**src/hdl/wdsec_params.svh**
```systemverilog
// constants of the watchdog status and enable block
// assumes: included by the package and by every design file that needs offsets or counts
//
// Behaviour
// interrupt response has a fixed high priority that software cannot change
// when not guarding the system the watchdog runs as an interval timer
// timeout sets the status flag at bit 2 of the control register
// status flag clears only by software zero write or external hardware reset
// software setting enable bit 1 enables watchdog and clears its counters
// missed refresh gives system reset or interrupt per the response select bit
// enable clears on zero write, watchdog reset, hardware reset, supply monitor irq
// a write needs the unlock bit set by the immediately preceding instruction
// unlock permission lapses after the instruction that follows its setting
`ifndef WDSEC_PARAMS_SVH
`define WDSEC_PARAMS_SVH

// ----------------------------------------
// control register bit positions
// ----------------------------------------
`define WDSEC_BIT_UNLOCK     0
`define WDSEC_BIT_ENABLE     1
`define WDSEC_BIT_STATUS     2
`define WDSEC_BIT_IRQ_SEL    3
`define WDSEC_PRE_LSB        4
`define WDSEC_PRE_W          4

// ----------------------------------------
// reset value and prescale codes
// ----------------------------------------
`define WDSEC_CTRL_RESET     8'h10
`define WDSEC_PRE_IMMEDIATE  4'h8
`define WDSEC_PRE_MAX        4'h7

// ----------------------------------------
// timing
// ----------------------------------------
`define WDSEC_CLK_NS         100
`define WDSEC_BASE_US        10
`define WDSEC_BASE_CYC       ((`WDSEC_BASE_US * 1000) / `WDSEC_CLK_NS)
`define WDSEC_RST_PULSE_CYC  4

`endif

```
**src/hdl/wdsec_pkg.sv**
```systemverilog
// types of the watchdog status and enable block
// assumes: compiled before all design modules
`include "wdsec_params.svh"
package wdsec_pkg;

    // ----------------------------------------
    // control register layout
    // ----------------------------------------
    typedef struct packed {
        logic [3:0] prescale;
        logic       timeout_irq_select;
        logic       timeout_status_flag;
        logic       guard_enable_refresh;
        logic       guard_write_unlock;
    } wdsec_ctrl_s;

    // core side special-function access
    typedef struct packed {
        logic       wr;
        logic       rd;
        logic       instr_done;
        logic [7:0] wdata;
    } wdsec_sfr_s;

    typedef enum logic [1:0] {
        WDSEC_IDLE,
        WDSEC_ARMED,
        WDSEC_RESETTING
    } wdsec_state_e;

endpackage

```
**src/hdl/wdsec_ctrl.sv**
```systemverilog
// watchdog status, enable and protected write control
// assumes: core gives one-cycle write strobes and an instruction-retire pulse
`timescale 1ns/100ps
`include "wdsec_params.svh"
module wdsec_ctrl #(
    parameter int BASE_CYC = `WDSEC_BASE_CYC
) (
    // clock and reset
    input  wire logic              clock,
    input  wire logic              rst_n,
    // core register access
    input  wire wdsec_pkg::wdsec_sfr_s sfr,
    output logic [7:0]             rdata,
    // system events
    input  wire logic              supply_monitor_irq,
    output logic                   sys_reset_req,
    output logic                   wdt_irq,
    output logic                   wdt_irq_high_prio
);

    typedef struct packed {
        wdsec_pkg::wdsec_ctrl_s   ctrl;
        logic                     unlock_live;
        wdsec_pkg::wdsec_state_e  state;
        logic [2:0]               pulse;
        logic                     irq;
        logic [7:0]               rdata;
        logic                     rst_req;
    } wdsec_top_s;

    wdsec_top_s st;
    wdsec_top_s next_st;
    logic       expire;
    logic       count_clear;
    logic       run;
    logic       write_ok;

    // ----------------------------------------
    // interval counter
    // ----------------------------------------
    assign run = st.ctrl.guard_enable_refresh && st.state == wdsec_pkg::WDSEC_ARMED;
    assign count_clear = sfr.wr && write_ok && sfr.wdata[`WDSEC_BIT_ENABLE];
    assign write_ok = st.unlock_live;

    wdsec_interval_counter #(
        .BASE_CYC (BASE_CYC)
    ) u_cnt (
        .clock    (clock),
        .rst_n    (rst_n),
        .run      (run),
        .clear    (count_clear),
        .prescale (st.ctrl.prescale),
        .expire   (expire)
    );

    // ----------------------------------------
    // next state
    // ----------------------------------------
    always_comb begin
        next_st = st;
        next_st.irq = 1'b0;
        // unlock lasts only until the next instruction retires
        if (sfr.instr_done) begin
            next_st.unlock_live = 1'b0;
            // readback of the unlock bit follows the permission
            next_st.ctrl.guard_write_unlock = 1'b0;
        end
        if (sfr.wr) begin
            if (write_ok) begin
                next_st.ctrl = wdsec_pkg::wdsec_ctrl_s'(sfr.wdata);
                next_st.ctrl.guard_write_unlock = 1'b0;
                // status only clears via zero write, never sets from software
                next_st.ctrl.timeout_status_flag = st.ctrl.timeout_status_flag
                    & sfr.wdata[`WDSEC_BIT_STATUS];
                next_st.unlock_live = 1'b0;
            end else if (sfr.wdata == 8'h01 || sfr.wdata[`WDSEC_BIT_UNLOCK]) begin
                // while locked, any write with the unlock bit set sets only the unlock bit
                next_st.ctrl.guard_write_unlock = 1'b1;
                next_st.unlock_live = 1'b1;
            end
        end
        // prescale immediate code forces reset
        if (st.ctrl.guard_enable_refresh && st.ctrl.prescale == `WDSEC_PRE_IMMEDIATE
                && st.state != wdsec_pkg::WDSEC_RESETTING) begin
            next_st.ctrl.timeout_status_flag = 1'b1;
            next_st.state = wdsec_pkg::WDSEC_RESETTING;
            next_st.pulse = 3'(`WDSEC_RST_PULSE_CYC);
        end
        // state machine
        unique case (st.state)
            wdsec_pkg::WDSEC_IDLE: begin
                if (next_st.ctrl.guard_enable_refresh && next_st.state == wdsec_pkg::WDSEC_IDLE) begin
                    next_st.state = wdsec_pkg::WDSEC_ARMED;
                end
            end
            wdsec_pkg::WDSEC_ARMED: begin
                // a period already counted out beats a write in the same cycle
                if (expire) begin
                    next_st.ctrl.timeout_status_flag = 1'b1;
                    if (st.ctrl.timeout_irq_select) begin
                        next_st.irq = 1'b1;
                    end else begin
                        next_st.state = wdsec_pkg::WDSEC_RESETTING;
                        next_st.pulse = 3'(`WDSEC_RST_PULSE_CYC);
                    end
                end else if (!next_st.ctrl.guard_enable_refresh) begin
                    next_st.state = wdsec_pkg::WDSEC_IDLE;
                end
            end
            wdsec_pkg::WDSEC_RESETTING: begin
                // watchdog reset drops enable but keeps the status flag
                next_st.ctrl.guard_enable_refresh = 1'b0;
                if (st.pulse == 3'h1) begin
                    next_st.state = wdsec_pkg::WDSEC_IDLE;
                end
                next_st.pulse = st.pulse - 3'h1;
            end
        endcase
        if (supply_monitor_irq) begin
            next_st.ctrl.guard_enable_refresh = 1'b0;
            if (next_st.state == wdsec_pkg::WDSEC_ARMED) begin
                next_st.state = wdsec_pkg::WDSEC_IDLE;
            end
        end
        next_st.rst_req = next_st.state == wdsec_pkg::WDSEC_RESETTING;
        next_st.rdata = sfr.rd ? 8'(st.ctrl) : 8'h00;
    end

    // state register; hardware reset clears status and enable
    always_ff @(posedge clock or negedge rst_n) begin
        if (!rst_n) begin
            st      <= '0;
            st.ctrl <= wdsec_pkg::wdsec_ctrl_s'(`WDSEC_CTRL_RESET);
        end else begin
            st <= next_st;
        end
    end

    // ----------------------------------------
    // outputs
    // ----------------------------------------
    assign rdata = st.rdata;
    assign sys_reset_req = st.rst_req;
    assign wdt_irq = st.irq;
    assign wdt_irq_high_prio = st.irq;
endmodule

```
**src/hdl/wdsec_interval_counter.sv**
```systemverilog
// interval counter with a base tick and a power-of-two prescale
// assumes: clear and enable come from the same clock domain
`timescale 1ns/100ps
`include "wdsec_params.svh"
module wdsec_interval_counter #(
    parameter int BASE_CYC = `WDSEC_BASE_CYC
) (
    // clock and reset
    input  wire logic       clock,
    input  wire logic       rst_n,
    // control
    input  wire logic       run,
    input  wire logic       clear,
    input  wire logic [3:0] prescale,
    // event
    output logic            expire
);

    typedef struct packed {
        logic [15:0] base;
        logic [15:0] ticks;
        logic        expire;
    } wdsec_cnt_s;

    wdsec_cnt_s st;
    wdsec_cnt_s next_st;
    logic [15:0] limit;

    // period in base ticks is 2^prescale
    always_comb begin
        limit   = 16'h0001 << prescale[3:0];
        next_st = st;
        next_st.expire = 1'b0;
        if (clear || !run) begin
            next_st.base  = 16'h0000;
            next_st.ticks = 16'h0000;
        end else if (st.base == 16'(BASE_CYC - 1)) begin
            next_st.base = 16'h0000;
            if (st.ticks == limit - 16'h0001) begin
                next_st.ticks  = 16'h0000;
                next_st.expire = 1'b1;
            end else begin
                next_st.ticks = st.ticks + 16'h0001;
            end
        end else begin
            next_st.base = st.base + 16'h0001;
        end
    end

    // state register
    always_ff @(posedge clock or negedge rst_n) begin
        if (!rst_n) begin
            st <= '0;
        end else begin
            st <= next_st;
        end
    end

    assign expire = st.expire;

endmodule

```
**config.mk**
```make
export PLATFORM = sky130hd
export DESIGN_NAME = wdsec_ctrl
export DESIGN_NICKNAME = d
export VERILOG_FILES = /design/src/hdl/wdsec_pkg.sv /design/src/hdl/wdsec_ctrl.sv /design/src/hdl/wdsec_interval_counter.sv
export VERILOG_INCLUDE_DIRS = /design/src /design/src/hdl
export SDC_FILE = /design/constraint.sdc
export NUM_CORES = 1
export LEC_CHECK = 0
export BUFFER_PORTS_ARGS = -buffer_cell sky130_fd_sc_hd__buf_2
export CAP_MARGIN = 20
export CELL_PAD_IN_SITES_DETAIL_PLACEMENT = 1
export CELL_PAD_IN_SITES_GLOBAL_PLACEMENT = 2
export CORE_MARGIN = 2
export CORE_UTILIZATION = 30
export DETAILED_ROUTE_END_ITERATION = 6
export GPL_TIMING_DRIVEN = 1
export PLACE_DENSITY = 0.64
export SETUP_SLACK_MARGIN = 0.02
export SYNTH_ARGS = -nofsm -noshare
export SYNTH_HDL_FRONTEND = slang
export SYNTH_SLANG_ARGS = --single-unit
```
**constraint.sdc**
```tcl
create_clock -name clock -period 2.6 [get_ports clock]
set_input_delay 0.13 -clock clock [delete_from_list [all_inputs] [get_ports clock]]
set_output_delay 0.13 -clock clock [all_outputs]
set_load 0.01 [all_outputs]
```
# Yosys cells after proc, flatten, opt, wreduce, memory -nomap -nowiden

Index checks and enable logic that the tools add are counted.
Widths: inputs -> output; s select.

Register bits: 57
Bits of input ports: 14
Output and inout port bits: 11
Word-level logic and storage cells: 73

$add $sub $neg: 4
Eq/ne operators: 10
Shift-type cells: 1
Mux-type cells: 30
Bitwise gates (word level): 1
Reductions and logical operators: 13

Operator list:

| cell                  | number |
|---|---|
| $add 16x1->16 const B | 2 |
| $mux 16               | 2 |
| $mux 32               | 1 |
| $mux 2                | 10 |
| $mux 17               | 1 |
| $eq 16x16->1          | 1 |
| $eq 16x7->1 const B   | 1 |
| $shl 1x4->16 const A  | 1 |
| $sub 16x1->16 const B | 1 |
| $mux 5                | 2 |
| $mux 1                | 9 |
| $eq 8x1->1 const B    | 1 |
| $mux 4                | 2 |
| $mux 8                | 1 |
| $logic_and 1x1->1     | 6 |
| $pmux 2 s3            | 1 |
| $pmux 3 s2            | 1 |
| $eq 2x1->1 const B    | 2 |
| $eq 2x2->1 const B    | 2 |
| $eq 4x4->1 const B    | 1 |
| $logic_not 2->1       | 2 |
| $eq 3x1->1 const B    | 1 |
| $sub 3x1->3 const B   | 1 |
| $logic_or 1x1->1      | 2 |
| other kinds (5)       | 5 |

# Longest topological paths before layout

Word-level depth: 12
Mapped depth: 12
Mapped depth without buffers: 9

# Hierarchy

Synthesis repeated with hierarchy kept, for this count alone.

Cells, all modules: 367
Area, all modules: 3379.5 µm²

By module, submodules not included:

| module                 | instances | cells an instance | area each (µm²) | seq. area each (µm²) |
|---|---|---|---|---|
| wdsec_interval_counter | 1         | 267               | 2207.1          | 825.8 |
| wdsec_ctrl             | 1         | 100               | 1172.4          | 601.8 |

# Worst setup path before layout

Ideal clock, no wire load.

Path type: register to register
Start point: register st[20] (netlist name)
End point: register u_cnt.st[3] (netlist name)
Library setup time: 0.140 ns
Arrival: 2.689 ns
Data required time: 2.460 ns
Path slack: -0.229 ns
Stages on the path, launching flop included: 10
Buffers on the path: 1
Period minus slack after synthesis: 2.829 ns
Path through: dfstp_2 -> buf_6 -> or4_4 -> ha_1 -> xnor2_1 -> or4_4 -> a2111oi_4 -> o2111ai_2 -> nor4_4 -> nor3_1

Word-level cells in the longest chain between the ends: 6

RTL lines:

| what                   | line                         | RTL |
|---|---|---|
| start, declared        | wdsec_ctrl.sv:31             | `wdsec_top_s st;` |
| start signal, assigned | wdsec_ctrl.sv:135            | `st <= next_st;` |
| $shl 1x4->16           | wdsec_interval_counter.sv:31 | `limit = 16'h0001 << prescale[3:0];` |
| $sub 16x1->16          | wdsec_interval_counter.sv:39 | `if (st.ticks == limit - 16'h0001) begin` |
| $eq 16x16->1           | wdsec_interval_counter.sv:39 |  |
| $mux 16                | wdsec_interval_counter.sv:39 |  |
| $mux 17                | wdsec_interval_counter.sv:37 | `end else if (st.base == 16'(BASE_CYC - 1)) begin` |
| $mux 32                | wdsec_interval_counter.sv:34 | `if (clear \|\| !run) begin` |
| end signal, assigned   | wdsec_interval_counter.sv:55 | `st <= next_st;` |
| end, declared          | wdsec_interval_counter.sv:25 | `wdsec_cnt_s st;` |

No other way between the ends. The select of a mux whose other input is x is not followed.
A chain may end at the register's enable or synchronous reset.

# Final worst setup path

Start point: register st[23] (netlist name)
End point: register u_cnt.st[6] (netlist name)

The elaborated chain is that of the path after synthesis.

==> summary.md <==
| Metric | Value |
|---|---|
| Status | `finished with violations` |
| Failing checks | `negative setup slack` |
| Initial Utilization | `30.46%` |
| DR vias | `2,767` |
| Max stage delay on crit path | `570 ps` |
| R2R depth | `9` |
| Mapped Cells | `358` |
| Final Net Count | `411` |
| # setup viols final | `17` |
| Vias/cell | `~5.1` |
| Syn nets | `approximately 380` |
| Critical path class | `flip-flop to flip-flop` |
| Initial antenna violation count | `0` |
| Hold depth | `2` |
| WHS Endpoint | `st[21]` |
| Full die area | `12,320 sq um` |
| Final period utilization | `108.3%` |
| Sink Count | `57` |
| Wire length per cell | `16.28 microns` |
| CP cell instances | `or4_4, ha_4, xnor2_1, or4_4, a2111oi_4, o2111ai_4, nor4_4, buf_6, nor4_1` |
| Hpwl dp | `6434 microns` |
| CP delay by family, top | `simple AND/OR/NAND/NOR gates` |
| Root Buffer | `clkbuf_16` |
| Hold Path Origin | `sfr[5]` |
| Slew Viols, Final | `0` |
| Die H | `111.0 microns` |
| Clock transition at path regs | `50 ps` |
| RSZ-0062 raised after global routing | `true` |
| WL final | `8757 microns` |
| Critical Path RT | `2800 ps` |
| P_leak | `1.783 nW` |
| PwrDens | `698.3 nW/um^2` |
| Largest net degree at the start of global routing | `37` |
| Setup crit end kind | `flip-flop` |
| Maximum clock frequency | `355.3 MHz` |
| Startpoint Class | `flip-flop` |
| # IOs | `25` |
| Worst hold path type | `input pin to flip-flop` |
| Vias in the first global route | `~2,900` |
| First drt pass iteration count | `4` |
| FP Rows | `39` |
| Number of diodes | `0` |
| Leading cell type in the layout, fill and taps excluded | `dfrtp_1` |
| Worst-path maximum fanout | `8` |
| Final Hold Viols | `0` |
| Worst skew pair latency | `330 ps` |
| Setup ws final | `-214.7 ps` |
| Min Clock Period, post-route | `2815 ps` |
| RR Startpoint | `st[23]` |
| Clock buffer depth | `2` |
| Critical path's slowest cell | `or4_4` |
| Avg Inst Size Synth | `approximately 9.6 sq um` |
| Seq/Total Area, Yosys | `41.58%` |
| Filler Cells Inserted | `roughly 1,300` |
| H-tree Lvls | `3` |
| Final core occ | `between 30% and 40%` |
| Worst-Margin Slew | `556.3 ps` |
| Synth unique cells | `55` |
| Peak supply drop | `just over 0.5 mV` |
| Synth Flop Type | `dfrtp_1` |
| Global Route Usage Sum | `15.32%` |
| GRT overflow | `0` |
| Iter 0 DRT Violations | `143` |
| Relative slew slack | `62.39%` |
| Share of post-route cells with drive strength above 1 | `24.05%` |
| FF/Latch Area | `between 1000 and 1500 sq um` |
| GP Congestion | `approximately 0.77` |
| Post-Layout Cell Count | `538` |
| Residual DRC | `0` |
| Max-Cap Viols | `0` |
| Multi-input logic area | `1911 sq um` |
| Post-synth EDFFs | `0` |
| Mapped Area | `3433 sq um` |
| Core Box Area | `11,270 sq um` |
| Ys async rst share | `100.0%` |
| Port buffer count | `24` |
| Syn. warnings | `0` |
| Hold_ws | `38.82 ps` |
| Cell mode on critical path | `or4_4` |
| TritonCTS buffer count | `9` |
| Most frequent cells in the layout | `dfrtp_1, nor2_1, nand3_1, buf_2, buf_4` |
| Final Skew | `8.338 ps` |
| Die X-Extent | `roughly 110 microns` |
| R2r setup slk | `-210 ps` |
| Detail Route Antenna Nets | `0` |
| Yosys reg bits | `57` |
| CTS tree | `yes` |
| Inst Count DP | `around 520` |
| First-pass GRT wire length | `15,260 microns` |
| Area grow syn2layout | `21.06%` |
| RR Endpoint | `u_cnt.st[6]` |
| Buffers & Inverters on Critical Path | `1` |
| Arr. time, crit path | `3020 ps` |
cell type report:
cell class / count / area share [%]
Clock buffer: 11 / 5.599
Tap cell: 143 / 4.305
Inverter: 8 / 0.7225
Clock inverter: 5 / 1.355
Sequential cell: 57 / 34.35
Timing Repair Buffer: 49 / 7.706
Multi-Input combinational cell: 265 / 45.97
cells in the mapped netlist (all sizes together), types with 2 or more instances:
cell | count | share of area [%]
nor3 | 19 | 2.9
o211a | 2 | 0.58
nor4b | 6 | 1.9
and3 | 18 | 3.3
clkbuf | 12 | 1.3
nor2 | 27 | 3.0
nand4 | 5 | 1.1
dfrtp | 56 | 41
a22oi | 2 | 0.44
or3b | 2 | 0.51
and2 | 10 | 1.8
ha | 7 | 2.6
nor4 | 10 | 2.7
a21bo | 2 | 0.58
and4 | 4 | 1.0
nor4bb | 2 | 0.58
xnor2 | 10 | 2.6
o21a | 5 | 1.1
o2111ai | 2 | 0.87
a2111oi | 2 | 1.1
nand2 | 19 | 2.1
nand3 | 24 | 3.5
mux2i | 2 | 0.58
nand2b | 3 | 0.55
nor3b | 3 | 0.66
buf | 16 | 3.4
a21o | 2 | 0.44
inv | 8 | 0.87
a221oi | 2 | 0.69
nor2b | 4 | 0.73
mux2 | 6 | 2.0
a221o | 2 | 0.58
o21ai | 18 | 2.6
or4 | 2 | 0.66
or3 | 5 | 0.91
a21oi | 11 | 1.6
xor2 | 19 | 4.8
kinds of logic (layout without fill, tap and decap cells):
family                   count (synthesis)  count (layout)  share of synthesized area, %
multiplexers                             8               8                         2.551
XOR/XNOR                                29              29                         7.398
AO/OA/AOI/OAI                           56              56                         11.99
buffers and inverters                   36              73                         5.539
adder cells (fa/ha/maj)                  7               7                         2.551
flip-flops                              57              57                         41.58
AND/OR/NAND/NOR                        165             165                         28.39
where the power goes:
part	internal, mW	switching [mW]
clock	0.739	0.405
combinational	0.325	0.433
sequential	0.957	0.0440
worst max-delay path by stage:
stage / startpoint / depth (start not counted) / slack (ps) / end
floorplan: st[20] / 9 / -180 / u_cnt.st[3]
global placement: st[23] / 9 / -300 / u_cnt.expire
detailed placement: st[23] / 9 / -290 / u_cnt.expire
CTS: st[23] / 8 / -200 / u_cnt.st[10]
global route: st[23] / 9 / -310 / u_cnt.st[8]
finish: st[23] / 9 / -210 / u_cnt.st[6]
per-stage QoR:
step                total power, mW  setup WS (ps)  cell area [sq um]  TNS (ps)
floorplan                     1.528         -179.2               3446     -2092
global placement              1.711         -297.7               3735     -2916
detailed placement            1.730         -294.2               3735     -3709
CTS                           2.942         -203.7               4109     -3169
global route                  3.072         -309.6               4156     -4934
finish                        2.902         -214.7               4156     -3207
sequential cells by signal, summed over array words and instances, names as in the netlist:
name,cells
u_cnt.st,32
st,13
rdata,8
sys_reset_req,1
u_cnt.expire,1
wdt_irq,1
write_ok,1
repair_timing:
action | in CTS | in global routing
endpoints found under the hold margin | 23 | 0
setup buffers | 2 | 1
pin swaps | 3 | 1
setup endpoints to repair | 17 | 17
resized for setup | 7 | 9
hold buffers | 2 | 0
routing by layer:
layer  global-route usage, %  vias to the layer above  share of wire, %
met3                   3.882                       12               2.3
met2                   25.03                       19                48
li1                        -                     1344                 -
met4                   4.167                        0               1.4
met5                       0                        -                 0
met1                   20.23                     1392                49
worst register-to-register path, stage by stage, from the launching register on:
cell and delay (ps):
dfrtp_1 380, or4_4 570, ha_4 260, xnor2_1 120, or4_4 440, a2111oi_4 270
o2111ai_4 220, nor4_4 200, buf_6 180, nor4_1 60
Power figures use the tool's default switching activity.
